<file path="config.mk">
export PLATFORM = sky130hd
export DESIGN_NAME = ipp_top
export DESIGN_NICKNAME = d
export VERILOG_FILES = /design/src/ipp_pkg.sv /design/src/ipp_fixed_pick.sv /design/src/ipp_group_rank.sv /design/src/ipp_top.sv
export SDC_FILE = /design/constraint.sdc
export NUM_CORES = 1
export LEC_CHECK = 0
export BUFFER_PORTS_ARGS = -buffer_cell sky130_fd_sc_hd__buf_2
export CORE_ASPECT_RATIO = 0.9
export CORE_UTILIZATION = 45
export CTS_CLUSTER_SIZE = 24
export DETAILED_ROUTE_END_ITERATION = 6
export PLACE_DENSITY_LB_ADDON = 0.12
export SLEW_MARGIN = 10
export SYNTH_ARGS = -nofsm -noshare
export SYNTH_HDL_FRONTEND = slang
export SYNTH_SLANG_ARGS = --single-unit
</file>
<file path="constraint.sdc">
create_clock -name aclk -period 2.4 [get_ports aclk]
set_clock_uncertainty 0.15 [all_clocks]
set_input_delay 0 -clock aclk [delete_from_list [all_inputs] [get_ports aclk]]
set_output_delay 0 -clock aclk [all_outputs]
set_load 0.005 [all_outputs]
</file>
<file path="src/ipp_pkg.sv">
// Constants, register map and carrier types of the interrupt pending block
package ipp_pkg;
  localparam logic [7:0] ADDR_VECTOR = 8'h04;
  localparam logic [7:0] ADDR_PEND_UP = 8'h08;
  localparam logic [7:0] ADDR_PEND_LO = 8'h0c;
  localparam logic [7:0] ADDR_PRIO_A = 8'h10;
  localparam logic [7:0] ADDR_PRIO_B = 8'h14;
  localparam logic [7:0] ADDR_PRIO_C = 8'h18;
  localparam logic [7:0] ADDR_PRIO_D = 8'h1c;
  localparam logic [7:0] ADDR_MASK_UP = 8'h20;
  localparam logic [7:0] ADDR_MASK_LO = 8'h24;
  localparam logic [7:0] ADDR_EV_STAT = 8'h70;
  localparam logic [7:0] ADDR_EV_MASK = 8'h74;
  localparam logic [31:0] RST_PRIO = 32'h0530_9770;
  localparam logic [31:0] PRIO_KEEP = 32'hfff0_fff0;
  localparam logic [1:0] RESP_OKAY = 2'h0;
  localparam logic [1:0] RESP_SLVERR = 2'h2;
  // Position codes within each group
  localparam logic [2:0] CODE_A_HI = 3'h0;
  localparam logic [2:0] CODE_A_LO = 3'h1;
  localparam logic [2:0] CODE_A_USB = 3'h6;
  localparam logic [2:0] CODE_B_SD = 3'h2;
  localparam logic [2:0] CODE_C_DMA = 3'h2;
  localparam logic [2:0] CODE_D_UART = 3'h0;
  localparam logic [2:0] CODE_D_CAN = 3'h1;
  localparam logic [2:0] CODE_D_I2C1 = 3'h5;
  localparam logic [2:0] CODE_D_I2C2 = 3'h6;
  localparam logic [2:0] CODE_D_SPI = 3'h7;
  localparam logic [7:0] ALLOW_A = 8'h43;
  localparam logic [7:0] ALLOW_B = 8'h04;
  localparam logic [7:0] ALLOW_C = 8'h04;
  localparam logic [7:0] ALLOW_D = 8'he3;
  // Seven-bit vector codes
  localparam logic [6:0] VEC_NONE = 7'h00;
  localparam logic [6:0] VEC_DMA1 = 7'h03;
  localparam logic [6:0] VEC_UART = 7'h09;
  localparam logic [6:0] VEC_CAN = 7'h0a;
  localparam logic [6:0] VEC_I2C1 = 7'h0e;
  localparam logic [6:0] VEC_I2C2 = 7'h0f;
  localparam logic [6:0] VEC_SPI = 7'h10;
  localparam logic [6:0] VEC_HI_COMM = 7'h20;
  localparam logic [6:0] VEC_LO_COMM = 7'h21;
  localparam logic [6:0] VEC_USB = 7'h26;
  localparam logic [6:0] VEC_SD = 7'h2a;
  localparam logic [6:0] VEC_EXT_REQ0 = 7'h30;
  localparam logic [6:0] VEC_SEC = 7'h40;
  localparam logic [6:0] VEC_PIT = 7'h41;
  localparam logic [6:0] VEC_ALARM = 7'h44;
  localparam logic [6:0] VEC_BUS = 7'h46;
  localparam logic [6:0] VEC_DMA2 = 7'h47;
  localparam logic [6:0] VEC_TMR4 = 7'h48;
  localparam logic [6:0] VEC_PORTS = 7'h4a;
  localparam logic [6:0] VEC_GPIO = 7'h4b;
  localparam logic [6:0] VEC_DRAM = 7'h4c;
  localparam logic [6:0] VEC_LBUS = 7'h4d;
  localparam logic [6:0] VEC_TMR2 = 7'h4e;
  localparam logic [6:0] VEC_PMC = 7'h50;
  localparam logic [6:0] VEC_TMR3 = 7'h54;
  localparam logic [6:0] VEC_TMR1 = 7'h5a;
  localparam logic [6:0] VEC_DMA_ERR = 7'h5e;
  localparam logic [6:0] VEC_RESV_LO = 7'h5f;
  // Pending bit numbers, bit 0 being the most significant bit
  localparam int UP_HI = 0, UP_LO = 1, UP_USB = 6, UP_SD = 10, UP_DMA1 = 18;
  localparam int UP_UART = 24, UP_CAN = 25, UP_I2C1 = 29, UP_I2C2 = 30;
  localparam int UP_SPI = 31;
  localparam int LO_SEC = 0, LO_PIT = 1, LO_ALARM = 4, LO_BUS = 6;
  localparam int LO_DMA2 = 7, LO_TMR4 = 8, LO_PORTS = 10, LO_GPIO = 11;
  localparam int LO_DRAM = 12, LO_LBUS = 13, LO_TMR2 = 14, LO_PMC = 16;
  localparam int LO_TMR3 = 20, LO_TMR1 = 26, LO_DMA_ERR = 30;

  typedef struct packed {
    logic hi_comm, lo_comm, usb, sd_host, dma1, uart, can, i2c1, i2c2, spi;
    logic sec_tick, periodic_timer_source, alarm, bus_access, dma2, timer4, ports, gpio;
    logic dram, local_bus, timer2, power_mgmt_source, timer3, timer1, dma_err;
  } ipp_src_t;

  typedef struct packed {
    logic [31:0] prio_a, prio_b, prio_c, prio_d;
    logic [31:0] mask_up, mask_lo, pend_up, pend_lo;
    logic [2:0] ev_stat, ev_mask;
    logic [6:0] vector;
    logic int_req;
    logic aw_held, w_held;
    logic [7:0] aw_addr;
    logic [31:0] w_data;
    logic [3:0] w_strb;
    logic bvalid, rvalid;
    logic [1:0] bresp, rresp;
    logic [31:0] rdata;
  } ipp_state_t;

  localparam ipp_state_t ST_RST = '{prio_a: RST_PRIO, prio_b: RST_PRIO,
    prio_c: RST_PRIO, prio_d: RST_PRIO, default: '0};

  function automatic int hb(input int n);
    return 31 - n;
  endfunction

  function automatic logic [2:0] fld(input logic [31:0] w, input int p);
    return (p < 4) ? w[29 - 3 * p +: 3] : w[13 - 3 * (p - 4) +: 3];
  endfunction

  function automatic logic [31:0] up_of(input ipp_src_t s);
    logic [31:0] w;
    w = '0;
    w[hb(UP_HI)] = s.hi_comm;
    w[hb(UP_LO)] = s.lo_comm;
    w[hb(UP_USB)] = s.usb;
    w[hb(UP_SD)] = s.sd_host;
    w[hb(UP_DMA1)] = s.dma1;
    w[hb(UP_UART)] = s.uart;
    w[hb(UP_CAN)] = s.can;
    w[hb(UP_I2C1)] = s.i2c1;
    w[hb(UP_I2C2)] = s.i2c2;
    w[hb(UP_SPI)] = s.spi;
    return w;
  endfunction

  function automatic logic [31:0] lo_of(input ipp_src_t s);
    logic [31:0] w;
    w = '0;
    w[hb(LO_SEC)] = s.sec_tick;
    w[hb(LO_PIT)] = s.periodic_timer_source;
    w[hb(LO_ALARM)] = s.alarm;
    w[hb(LO_BUS)] = s.bus_access;
    w[hb(LO_DMA2)] = s.dma2;
    w[hb(LO_TMR4)] = s.timer4;
    w[hb(LO_PORTS)] = s.ports;
    w[hb(LO_GPIO)] = s.gpio;
    w[hb(LO_DRAM)] = s.dram;
    w[hb(LO_LBUS)] = s.local_bus;
    w[hb(LO_TMR2)] = s.timer2;
    w[hb(LO_PMC)] = s.power_mgmt_source;
    w[hb(LO_TMR3)] = s.timer3;
    w[hb(LO_TMR1)] = s.timer1;
    w[hb(LO_DMA_ERR)] = s.dma_err;
    return w;
  endfunction
endpackage

</file>
<file path="src/ipp_fixed_pick.sv">
// Fixed-order pick of the lowest numbered active bit of a pending word
`timescale 1ns/100ps
module ipp_fixed_pick (
  input wire logic [31:0] act,
  output logic hit,
  output logic [4:0] idx
);
  always_comb begin
    hit = |act;
    idx = 5'h00;
    for (int i = 31; i >= 0; i--) begin
      if (act[31 - i]) begin
        idx = 5'(i);
      end
    end
  end
endmodule

</file>
<file path="src/ipp_group_rank.sv">
// Picks the lowest numbered programmed position holding an active source
`timescale 1ns/100ps
module ipp_group_rank (
  input wire logic [31:0] prio,
  input wire logic [7:0] src_act,
  output logic hit,
  output logic [2:0] code
);
  logic [7:0] cand;

  genvar p;
  for (p = 0; p < 8; p++) begin : g_pos
    assign cand[p] = src_act[ipp_pkg::fld(prio, p)];
  end

  always_comb begin
    hit = |cand;
    code = 3'h0;
    for (int i = 7; i >= 0; i--) begin
      if (cand[i]) begin
        code = ipp_pkg::fld(prio, i);
      end
    end
  end
endmodule

</file>
<file path="src/ipp_top.sv">
// Internal interrupt pending, priority and vector block with AXI4-Lite port
//
// Operation
// - Every source owns a unique seven-bit vector; codes 95 to 127 unused.
// - A source request sets its assigned pending bit.
// - Both pending registers are read-only; writes change nothing.
// - Unassigned pending bits ignore writes and read zero.
// - Pending bit positions never move with programmed priority.
// - Upper pending map: comm, USB, SD, DMA, UART, CAN, I2C, SPI.
// - Lower pending map: tick, timers, alarm, DMA, GPIO, DRAM, power.
// - Group A codes 000, 001, 110 pick comm high, comm low, USB.
// - Positions sit at bits 0-11 and 16-27; other bits read zero.
// - Priority fields may be rewritten at any time, effective at once.
// - Group B code 010 places the SD host request.
// - Group C code 010 places the first DMA request.
// - Pending sets regardless of mask; masked sources reach no core.
// - Vector register shows the best unmasked pending source code.
`timescale 1ns/100ps
module ipp_top (
  input wire logic aclk,
  input wire logic aresetn,
  input wire logic [7:0] awaddr,
  input wire logic awvalid,
  output logic awready,
  input wire logic [31:0] wdata,
  input wire logic [3:0] wstrb,
  input wire logic wvalid,
  output logic wready,
  output logic [1:0] bresp,
  output logic bvalid,
  input wire logic bready,
  input wire logic [7:0] araddr,
  input wire logic arvalid,
  output logic arready,
  output logic [31:0] rdata,
  output logic [1:0] rresp,
  output logic rvalid,
  input wire logic rready,
  input wire ipp_pkg::ipp_src_t src,
  output logic core_int_req,
  output logic [6:0] core_vector,
  output logic irq
);
  ipp_pkg::ipp_state_t s;
  ipp_pkg::ipp_state_t next_s;
  logic [31:0] act_up, act_lo, impl_up, impl_lo;
  logic [7:0] act_a, act_b, act_c, act_d;
  logic hit_a, hit_b, hit_c, hit_d, hit_lo;
  logic [2:0] code_a, code_b, code_c, code_d;
  logic [4:0] idx_lo;
  logic [6:0] best;
  logic do_wr;
  logic [2:0] ev;

  function automatic logic [31:0] wmerge(input logic [31:0] old,
      input logic [31:0] d, input logic [3:0] st, input logic [31:0] keep);
    logic [31:0] r;
    r = old;
    for (int b = 0; b < 4; b++) begin
      if (st[b]) begin
        r[b * 8 +: 8] = d[b * 8 +: 8];
      end
    end
    return r & keep;
  endfunction

  function automatic logic resv(input logic [31:0] w, input logic [7:0] ok);
    logic r;
    r = 1'b0;
    for (int p = 0; p < 8; p++) begin
      if (!ok[ipp_pkg::fld(w, p)]) begin
        r = 1'b1;
      end
    end
    return r;
  endfunction

  function automatic logic [6:0] lo_vec(input logic [4:0] i);
    case (int'(i))
      ipp_pkg::LO_SEC: lo_vec = ipp_pkg::VEC_SEC;
      ipp_pkg::LO_PIT: lo_vec = ipp_pkg::VEC_PIT;
      ipp_pkg::LO_ALARM: lo_vec = ipp_pkg::VEC_ALARM;
      ipp_pkg::LO_BUS: lo_vec = ipp_pkg::VEC_BUS;
      ipp_pkg::LO_DMA2: lo_vec = ipp_pkg::VEC_DMA2;
      ipp_pkg::LO_TMR4: lo_vec = ipp_pkg::VEC_TMR4;
      ipp_pkg::LO_PORTS: lo_vec = ipp_pkg::VEC_PORTS;
      ipp_pkg::LO_GPIO: lo_vec = ipp_pkg::VEC_GPIO;
      ipp_pkg::LO_DRAM: lo_vec = ipp_pkg::VEC_DRAM;
      ipp_pkg::LO_LBUS: lo_vec = ipp_pkg::VEC_LBUS;
      ipp_pkg::LO_TMR2: lo_vec = ipp_pkg::VEC_TMR2;
      ipp_pkg::LO_PMC: lo_vec = ipp_pkg::VEC_PMC;
      ipp_pkg::LO_TMR3: lo_vec = ipp_pkg::VEC_TMR3;
      ipp_pkg::LO_TMR1: lo_vec = ipp_pkg::VEC_TMR1;
      ipp_pkg::LO_DMA_ERR: lo_vec = ipp_pkg::VEC_DMA_ERR;
      default: lo_vec = ipp_pkg::VEC_NONE;
    endcase
  endfunction

  // unassigned bits never hold a one
  assign impl_up = ipp_pkg::up_of('1);
  assign impl_lo = ipp_pkg::lo_of('1);
  // mask gates only what goes to the core
  assign act_up = s.pend_up & s.mask_up;
  assign act_lo = s.pend_lo & s.mask_lo;

  always_comb begin
    act_a = 8'h00;
    act_a[ipp_pkg::CODE_A_HI] = act_up[ipp_pkg::hb(ipp_pkg::UP_HI)];
    act_a[ipp_pkg::CODE_A_LO] = act_up[ipp_pkg::hb(ipp_pkg::UP_LO)];
    act_a[ipp_pkg::CODE_A_USB] = act_up[ipp_pkg::hb(ipp_pkg::UP_USB)];
    act_b = 8'h00;
    act_b[ipp_pkg::CODE_B_SD] = act_up[ipp_pkg::hb(ipp_pkg::UP_SD)];
    act_c = 8'h00;
    act_c[ipp_pkg::CODE_C_DMA] = act_up[ipp_pkg::hb(ipp_pkg::UP_DMA1)];
    act_d = 8'h00;
    act_d[ipp_pkg::CODE_D_UART] = act_up[ipp_pkg::hb(ipp_pkg::UP_UART)];
    act_d[ipp_pkg::CODE_D_CAN] = act_up[ipp_pkg::hb(ipp_pkg::UP_CAN)];
    act_d[ipp_pkg::CODE_D_I2C1] = act_up[ipp_pkg::hb(ipp_pkg::UP_I2C1)];
    act_d[ipp_pkg::CODE_D_I2C2] = act_up[ipp_pkg::hb(ipp_pkg::UP_I2C2)];
    act_d[ipp_pkg::CODE_D_SPI] = act_up[ipp_pkg::hb(ipp_pkg::UP_SPI)];
  end

  // ranking reads the live priority registers
  ipp_group_rank u_rank_a (.prio(s.prio_a), .src_act(act_a), .hit(hit_a),
    .code(code_a));
  ipp_group_rank u_rank_b (.prio(s.prio_b), .src_act(act_b), .hit(hit_b),
    .code(code_b));
  ipp_group_rank u_rank_c (.prio(s.prio_c), .src_act(act_c), .hit(hit_c),
    .code(code_c));
  ipp_group_rank u_rank_d (.prio(s.prio_d), .src_act(act_d), .hit(hit_d),
    .code(code_d));
  ipp_fixed_pick u_pick_lo (.act(act_lo), .hit(hit_lo), .idx(idx_lo));

  // groups A, B, C, D, then the lower word in bit order
  always_comb begin
    best = ipp_pkg::VEC_NONE;
    if (hit_a) begin
      case (code_a)
        ipp_pkg::CODE_A_HI: best = ipp_pkg::VEC_HI_COMM;
        ipp_pkg::CODE_A_LO: best = ipp_pkg::VEC_LO_COMM;
        default: best = ipp_pkg::VEC_USB;
      endcase
    end else if (hit_b) begin
      best = ipp_pkg::VEC_SD;
    end else if (hit_c) begin
      best = ipp_pkg::VEC_DMA1;
    end else if (hit_d) begin
      case (code_d)
        ipp_pkg::CODE_D_UART: best = ipp_pkg::VEC_UART;
        ipp_pkg::CODE_D_CAN: best = ipp_pkg::VEC_CAN;
        ipp_pkg::CODE_D_I2C1: best = ipp_pkg::VEC_I2C1;
        ipp_pkg::CODE_D_I2C2: best = ipp_pkg::VEC_I2C2;
        default: best = ipp_pkg::VEC_SPI;
      endcase
    end else if (hit_lo) begin
      best = lo_vec(idx_lo);
    end
  end

  assign awready = !s.aw_held && !s.bvalid;
  assign wready = !s.w_held && !s.bvalid;
  assign arready = !s.rvalid;
  assign do_wr = s.aw_held && s.w_held && !s.bvalid;

  always_comb begin
    logic [2:0] clr;
    logic [31:0] m;
    clr = 3'h0;
    m = '0;
    next_s = s;
    // pending is a registered copy of the request levels
    // each source lands on its fixed bit
    // bit placement ignores the priority registers
    next_s.pend_up = ipp_pkg::up_of(src);
    next_s.pend_lo = ipp_pkg::lo_of(src);
    ev = 3'h0;
    ev[0] = |(next_s.pend_up & ~s.pend_up);
    ev[1] = |(next_s.pend_lo & ~s.pend_lo);
    if (awvalid && awready) begin
      next_s.aw_held = 1'b1;
      next_s.aw_addr = awaddr;
    end
    if (wvalid && wready) begin
      next_s.w_held = 1'b1;
      next_s.w_data = wdata;
      next_s.w_strb = wstrb;
    end
    if (s.bvalid && bready) begin
      next_s.bvalid = 1'b0;
    end
    if (do_wr) begin
      next_s.aw_held = 1'b0;
      next_s.w_held = 1'b0;
      next_s.bvalid = 1'b1;
      next_s.bresp = ipp_pkg::RESP_OKAY;
      case (s.aw_addr)
        // reserved priority bits dropped on write
        ipp_pkg::ADDR_PRIO_A: begin
          m = wmerge(s.prio_a, s.w_data, s.w_strb, ipp_pkg::PRIO_KEEP);
          next_s.prio_a = m;
          ev[2] = resv(m, ipp_pkg::ALLOW_A);
        end
        ipp_pkg::ADDR_PRIO_B: begin
          m = wmerge(s.prio_b, s.w_data, s.w_strb, ipp_pkg::PRIO_KEEP);
          next_s.prio_b = m;
          ev[2] = resv(m, ipp_pkg::ALLOW_B);
        end
        ipp_pkg::ADDR_PRIO_C: begin
          m = wmerge(s.prio_c, s.w_data, s.w_strb, ipp_pkg::PRIO_KEEP);
          next_s.prio_c = m;
          ev[2] = resv(m, ipp_pkg::ALLOW_C);
        end
        ipp_pkg::ADDR_PRIO_D: begin
          m = wmerge(s.prio_d, s.w_data, s.w_strb, ipp_pkg::PRIO_KEEP);
          next_s.prio_d = m;
          ev[2] = resv(m, ipp_pkg::ALLOW_D);
        end
        ipp_pkg::ADDR_MASK_UP:
          next_s.mask_up = wmerge(s.mask_up, s.w_data, s.w_strb, impl_up);
        ipp_pkg::ADDR_MASK_LO:
          next_s.mask_lo = wmerge(s.mask_lo, s.w_data, s.w_strb, impl_lo);
        ipp_pkg::ADDR_EV_STAT:
          clr = s.w_strb[0] ? s.w_data[2:0] : 3'h0;
        ipp_pkg::ADDR_EV_MASK: begin
          m = wmerge({29'h0, s.ev_mask}, s.w_data, s.w_strb, 32'h0000_0007);
          next_s.ev_mask = m[2:0];
        end
        // pending and vector writes are accepted and dropped
        ipp_pkg::ADDR_PEND_UP, ipp_pkg::ADDR_PEND_LO,
        ipp_pkg::ADDR_VECTOR: next_s.bresp = ipp_pkg::RESP_OKAY;
        default: next_s.bresp = ipp_pkg::RESP_SLVERR;
      endcase
    end
    // Set beats clear so no event is lost to a racing write
    next_s.ev_stat = (s.ev_stat & ~clr) | ev;
    if (s.rvalid && rready) begin
      next_s.rvalid = 1'b0;
    end
    // reads copy state and change nothing else
    if (arvalid && arready) begin
      next_s.rvalid = 1'b1;
      next_s.rresp = ipp_pkg::RESP_OKAY;
      case (araddr)
        ipp_pkg::ADDR_VECTOR:
          next_s.rdata = {s.vector[5:0], 19'h0, s.vector};
        ipp_pkg::ADDR_PEND_UP: next_s.rdata = s.pend_up;
        ipp_pkg::ADDR_PEND_LO: next_s.rdata = s.pend_lo;
        ipp_pkg::ADDR_PRIO_A: next_s.rdata = s.prio_a;
        ipp_pkg::ADDR_PRIO_B: next_s.rdata = s.prio_b;
        ipp_pkg::ADDR_PRIO_C: next_s.rdata = s.prio_c;
        ipp_pkg::ADDR_PRIO_D: next_s.rdata = s.prio_d;
        ipp_pkg::ADDR_MASK_UP: next_s.rdata = s.mask_up;
        ipp_pkg::ADDR_MASK_LO: next_s.rdata = s.mask_lo;
        ipp_pkg::ADDR_EV_STAT: next_s.rdata = {29'h0, s.ev_stat};
        ipp_pkg::ADDR_EV_MASK: next_s.rdata = {29'h0, s.ev_mask};
        default: begin
          next_s.rdata = 32'h0000_0000;
          next_s.rresp = ipp_pkg::RESP_SLVERR;
        end
      endcase
    end
    // vector codes fed to the core
    next_s.vector = best;
    next_s.int_req = (best != ipp_pkg::VEC_NONE);
  end

  always_ff @(posedge aclk) begin
    if (!aresetn) begin
      s <= ipp_pkg::ST_RST;
    end else begin
      s <= next_s;
    end
  end

  assign bvalid = s.bvalid;
  assign bresp = s.bresp;
  assign rvalid = s.rvalid;
  assign rresp = s.rresp;
  assign rdata = s.rdata;
  assign core_int_req = s.int_req;
  assign core_vector = s.vector;
  assign irq = |(s.ev_stat & s.ev_mask);
endmodule
</file>
# After elaboration in Yosys (flattened, before gate mapping)
# Memory sizes are Yosys's and may differ from the RTL's.
# Index checks and enable logic that the tools add are counted.
[classes]
n_addsub = 0
mul = 0
div_mod_pow = 0
order_cmp = 64
eq_ne = 26
shifts = 0
mux = 243
bitwise = 11
n_reduce_logical = 42
[op_table]
columns = ["cell", "count"]
rows = [
  ["8-bit two-way mux", 48],
  ["32-bit case mux with 11 select lines", 1],
  ["3-bit by 4-bit less-than comparator with 1-bit output (second input constant)", 64],
  ["5-bit two-way mux", 32],
  ["32-bit AND", 4],
  ["1-bit two-way mux", 101],
  ["1-bit binary-select mux with 3-bit select", 32],
  ["32-bit OR reduction", 3],
  ["8-bit by 5-bit == test with 1-bit output (second input constant)", 8],
  ["32-bit inverter", 2],
  ["3-bit two-way mux", 19],
  ["7-bit two-way mux", 5],
  ["8-bit by 4-bit == test with 1-bit output (second input constant)", 4],
  ["8-bit by 6-bit == test with 1-bit output (second input constant)", 4],
  ["8-bit by 7-bit == test with 1-bit output (second input constant)", 4],
  ["8-bit OR reduction", 4],
  ["3-bit AND reduction", 9],
  ["11-bit OR reduction", 2],
  ["5-bit case mux with 4 select lines", 1],
  ["8-bit by 3-bit == test with 1-bit output (second input constant)", 2],
  ["1-bit logical AND", 9],
  ["2-bit AND reduction", 4],
  ["7-bit nonzero test", 1],
  ["3-bit AND", 2],
  ["other kinds (13)", 21],
]
[word_totals]
ff_bits = 283
latch_bits = 0
mem_bits_rw = 0
romBits = 448
input_bits = 84
output_inout_bits = 50
wordCells = 449
n_memories = 33
[memory_table]
columns = ["name", "depth", "word_bits", "rd", "rd_clocked_by_memory_dff", "wr", "line", "text"]
rows = [
  ["(name not given)", 32, 6, 1, 0, 0, "ipp_top.sv:79", "case (int'(i))"],
  ["(name not given)", 8, 1, 1, 0, 0, "ipp_top.sv:71", "if (!ok[ipp_pkg::fld(w, p)]) begin"],
  ["(name not given)", 8, 1, 1, 0, 0, "ipp_top.sv:71", ""],
  ["(name not given)", 8, 1, 1, 0, 0, "ipp_top.sv:71", ""],
  ["(name not given)", 8, 1, 1, 0, 0, "ipp_top.sv:71", ""],
  ["(name not given)", 8, 1, 1, 0, 0, "ipp_top.sv:71", ""],
  ["+27 memories", "--", "--", "--", "--", "--", "--", ""],
]

# Logic depth before layout (Yosys ltp)
# An unclocked memory read counts as a cell.
[logic_depth]
ltp_word = 40
mapped_depth = 11
ltp_nobuf = 9

# Hierarchy
# A second synthesis with hierarchy kept.
[hier_totals]
cells_unflattened = 2029
area_unflattened_um2 = 16609.7
[by_module_without_submodules]
columns = ["mod", "instances", "cells_per_inst", "area_per_inst_um2", "seq_area_each_um2"]
rows = [
  ["ipp_top", 1, 1444, 11552.3, 4784.6],
  ["ipp_group_rank at u_rank_b ...", 3, 136, 1171.1, 0.0],
  ["ipp_group_rank at u_rank_a", 1, 112, 1158.6, 0.0],
  ["ipp_fixed_pick", 1, 65, 385.4, 0.0],
]

# Worst setup path before layout
# No wires, ideal clock.
[synth_timing]
kind = "flip-flop to flip-flop"
start = "register s[234] (netlist bit)"
end = "register s, in the netlist core_vector[2]"
t_arrival_ns = 2.144
slack_ns = 0.040
path_stages_with_launch = 11
synth_period_minus_slack_ns = 2.360
path_cell_list = "dfxtp_1 -> buf_4 -> and4b_2 -> o31ai_2 -> a21boi_0 -> or3_1 -> a2bb2oi_2 -> a21oi_2 -> xnor2_1 -> a211o_1 -> a21oi_2"
[synth_via]
elab_chain_len = 15
[synth_rtl]
columns = ["item", "line", "text"]
rows = [
  ["start: declaration", "ipp_top.sv:44", "ipp_pkg::ipp_state_t s;"],
  ["start signal: assignment", "ipp_top.sv:269", "s <= ipp_pkg::ST_RST;"],
  ["start signal: assignment", "ipp_top.sv:271", "s <= next_s;"],
  ["1-bit binary-select mux with 3-bit select", "ipp_group_rank.sv:13", "assign cand[p] = src_act[ipp_pkg::fld(prio, p)];"],
  ["1-bit two-way mux (implied by the code)", "ipp_group_rank.sv:13", ""],
  ["3-bit two-way mux (7 in a row)", "ipp_group_rank.sv:20", "if (cand[i]) begin"],
  ["3-bit == test, or another cell as far along", "ipp_top.sv:148", "case (code_d)"],
  ["5-bit case mux with 4 select lines", "ipp_top.sv:148", ""],
  ["7-bit two-way mux (*)", "ipp_top.sv:147", "end else if (hit_d) begin"],
  ["7-bit two-way mux (*)", "ipp_top.sv:145", "end else if (hit_c) begin"],
  ["7-bit two-way mux (*)", "ipp_top.sv:143", "end else if (hit_b) begin"],
  ["7-bit two-way mux (*)", "ipp_top.sv:137", "if (hit_a) begin"],
]
# Mark *: on every way between the ends. The rest lies on a longest branch, timed or not. The select of a mux whose other input is x is not followed.
# A chain may end at the register's enable or synchronous reset.

# Worst setup path after layout
[layout_timing]
start = "register s[131] (netlist bit)"
end = "register s, in the netlist core_int_req"
[layout_via]
elab_chain_len = 18
[layout_rtl]
columns = ["item", "line", "text"]
rows = [
  ["32-bit AND (*)", "ipp_top.sv:103", "assign act_up = s.pend_up & s.mask_up;"],
  ["1-bit binary-select mux with 3-bit select", "ipp_group_rank.sv:13", ""],
  ["1-bit two-way mux (implied by the code)", "ipp_group_rank.sv:13", ""],
  ["3-bit two-way mux (8 in a row)", "ipp_group_rank.sv:20", ""],
  ["3-bit == test, or another cell as far along", "ipp_top.sv:148", ""],
  ["5-bit case mux with 4 select lines", "ipp_top.sv:148", ""],
  ["7-bit two-way mux (*)", "ipp_top.sv:147", ""],
  ["7-bit two-way mux (*)", "ipp_top.sv:145", ""],
  ["7-bit two-way mux (*)", "ipp_top.sv:143", ""],
  ["7-bit two-way mux (*)", "ipp_top.sv:137", ""],
  ["7-bit nonzero test (*)", "ipp_top.sv:264", "next_s.int_req = (best != ipp_pkg::VEC_NONE);"],
]
# Marked as above.

==> flow_metrics.tcl <==
set metrics [dict create \
    r2r_slack_ns -0.14 \
    worstSkewPairLatency_ns 0.56 \
    holdPathStages 4 \
    violations "DRC, setup timing" \
    setup_tns_ns -0.649 \
    slowest_delay_ns 0.37 \
    drive_gt1_share_pct 27.3 \
    insertedDiodeCount 0 \
    grt_first_pass_wirelength_microns 86200 \
    grt_use_total_pct 39.1 \
    drt_first_iter_violations 2043 \
    gr-total-overflow 0 \
    r2r.worst_path.cells 11 \
    die_area_sq_mm 0.0291 \
    fin_cells 2549 \
    fp.dieW_microns 180 \
    initial_core_util_pct 45.7 \
    synthFlopType "dfxtp_1" \
    worstHoldStart "src[10]" \
    r2r_end "core_int_req" \
    worst_slew_pin_slew_ns 0.673 \
    cts_buffers 26 \
    vias 15300 \
    use_met3_pct 8.18 \
    ys_warn_count 0 \
    max_freq_mhz 394 \
    vias_per_cell 6.00 \
    antenna_found_initial 1 \
    ir_drop_mv 0.563 \
    ant_nets 0 \
    hold_violations 0 \
    final_nets 2253 \
    async_flop_share_pct 0 \
    wl_per_cell_microns 22.9 \
    gp_congestion 1.02 \
    met2_usage_pct 60.9 \
    crit_fanout 7 \
    grt_start_max_net_pins 68 \
    first_global_vias 14300 \
    critPathKind "register to register" \
    syn_to_final_growth_pct 41.6 \
    slew_violations 0 \
    io_pins 134 \
    crit_buf_inv 2 \
    path_delay_family "compound AO/OA/AOI/OAI gates" \
    cts.path.max_buffers 3 \
    postPlaceCellArea_sq_mm 0.0154 \
    reg2reg_from "s[131]" \
    hold_class "input pin to register" \
    grt.busiest_layer "met2" \
    leakage_nw 7.48 \
    rsz0062_at_grt "yes" \
    path_cells "buf_4, nand3b_1, a21oi_2, buf_4, a211o_1, nor4b_4, a2bb2oi_4, a21oi_2, xnor2_2, a31oi_2, a21o_1" \
    setup_viol 6 \
    arrival_ns 2.82 \
    worstPathRequired_ns 2.68 \
    io_buffers 128 \
    core.rowCount 58 \
    final_common_cell "nand2_1" \
    worst_slack_ns -0.139 \
    dieHeight_microns 162 \
    cellPowerDensity_mw_per_mm2 536 \
    hpwlAfterDp_microns 43300 \
    crit_slowest_cell "dfxtp_4" \
    drv_cap 0 \
    htree_levels 1 \
    dp.cells 2373 \
    cp-end-kind "register" \
    routed_wl_microns 58300 \
    min_to "s[122]" \
    avgSynthCellArea_sq_um 7.28 \
    cts_tree "built" \
    utilization_pct 64.8 \
    cts_root_buf "clkbuf_16" \
    synthesis.area_sq_mm 0.0128 \
    yosysUniqueCellTypes 80 \
    met1_usage_pct 52.0 \
    fin_crit_sh_pct 106 \
    clkTransAtPathRegs_ns 0.06 \
    final_cell_mix "nand2_1 (333), buf_4 (306), dfxtp_1 (216), a21oi_1 (201), nand3_1 (146)" \
    outcome "complete, but fails checks" \
    crit_path_start_kind "register" \
    drc 12 \
    dr.pass1.iters 7 \
    core_area_sq_mm 0.0279 \
    stdcell_area_sq_mm 0.0181 \
    finalCriticalPeriod_ns 2.54 \
    ys_seq_elements 239 \
    synth_edf_count 0 \
    relSlewSlack_pct 55.2 \
    syn_inst 1755 \
    seq_area_frac_synth_pct 37.5 \
    cts.sink_count 239 \
]
-- flip-flops by register name (all words and copies together), names as in the netlist --
register	count
s	196
rdata	31
core_vector	7
bresp	1
bvalid	1
core_int_req	1
rresp	1
rvalid	1
-- cells in the mapped netlist (4+ instances only) --
cell type,n,area share [%]
nand2_1,339,10
dfxtp_1,239,37
a21oi_1,206,8.1
nand3_1,147,5.8
nor2_1,140,4.1
clkbuf_1,113,3.3
inv_1,62,1.8
buf_4,53,3.1
o21ai_0,40,1.6
a22oi_1,33,1.9
a31oi_1,29,1.4
a222oi_1,26,2.0
nor3_1,25,0.98
nand2b_1,22,1.1
o22ai_1,22,1.1
mux2i_1,15,1.2
nand4_1,15,0.73
and2_1,14,0.69
buf_2,12,0.47
o211ai_1,12,0.71
nor3b_1,11,0.65
a221oi_1,10,0.69
a211oi_1,9,0.53
nand4b_1,9,0.62
a21boi_0,8,0.47
nand3b_1,8,0.47
nor2b_1,8,0.39
nor4_1,8,0.39
or3_1,8,0.39
a32oi_1,6,0.41
a22o_1,5,0.34
a211o_1,4,0.27
a21o_1,4,0.24
and3_1,4,0.20
buf_6,4,0.35
o2111ai_1,4,0.27
o31ai_1,4,0.24
-- worst register-to-register path: stages (launching register included) --
cell and delay [ns]:
dfxtp_4 0.37, buf_4 0.15, nand3b_1 0.12, a21oi_2 0.09, buf_4 0.14, a211o_1 0.34
nor4b_4 0.33, a2bb2oi_4 0.12, a21oi_2 0.19, xnor2_2 0.16, a31oi_2 0.13, a21o_1 0.17
-- layer usage --
metal | vias up | routed length, microns
li1 | 7011 | -
met1 | 7200 | 23800
met2 | 922 | 25200
met3 | 154 | 6370
met4 | 2 | 2970
met5 | - | 16
-- cell type report --
cell class | instances | area, sq um
fill | 2450 | 9850
timing repair buffer | 571 | 4420
multi-input combinational | 1268 | 7180
clock buffer | 35 | 764
clock inverter | 13 | 204
sequential | 239 | 4830
inverter | 63 | 241
tap | 360 | 450
-- cell families (layout without fill, tap and decap cells) --
kind of cell / Yosys count / after routing / share of synthesized area [%]
compound gates: 462 / 462 / 23.4
flops: 239 / 239 / 37.5
xor+xnor: 1 / 1 / 0.0686
buf+inv: 250 / 682 / 9.28
simple gates: 785 / 785 / 28.5
mux: 17 / 17 / 1.35
other cells: 1 / 3 / 0.0294
-- through the flow --
| stage | setup WS (ns) | total power [mW] | hold WS, ns |
|---|---|---|---|
| finish | -0.139 | 9.69 | 0.0673 |
| global route | -0.236 | 9.92 | 0.0837 |
| CTS | -0.114 | 9.65 | 0.0528 |
| detailed placement | -0.360 | 5.00 | 0.0471 |
| global placement | -0.344 | 5.00 | 0.0352 |
| floorplan | 0.0402 | 4.59 | -0.0510 |
-- what timing repair did --
| action | CTS | global route |
|---|---|---|
| hold buffers | 121 | 0 |
| endpoints found under the setup margin | 15 | 19 |
| cloned | 0 | 0 |
| gates resized for setup | 74 | 37 |
| buffers inserted | 7 | 2 |
| pin swaps | 34 | 13 |
| hold endpoints to repair | 110 | 0 |
-- where the power goes --
group | switching (mW) | total (mW) | internal (mW)
combinational | 0.563 | 1.01 | 0.445
clock | 1.76 | 4.53 | 2.77
sequential | 0.108 | 4.15 | 4.04
total | 2.43 | 9.69 | 7.26
-- worst max path at each step --
stage / endpoint / cells past startpoint / start
3_3_place_gp: core_vector[3] / 11 / s[131]
3_5_place_dp: core_vector[3] / 11 / s[234]
2_1_floorplan: core_vector[2] / 10 / s[234]
6_report: core_int_req / 11 / s[131]
5_1_grt: core_int_req / 11 / s[249]
4_1_cts: core_int_req / 12 / s[239]
(Power assumes the default switching activity.)
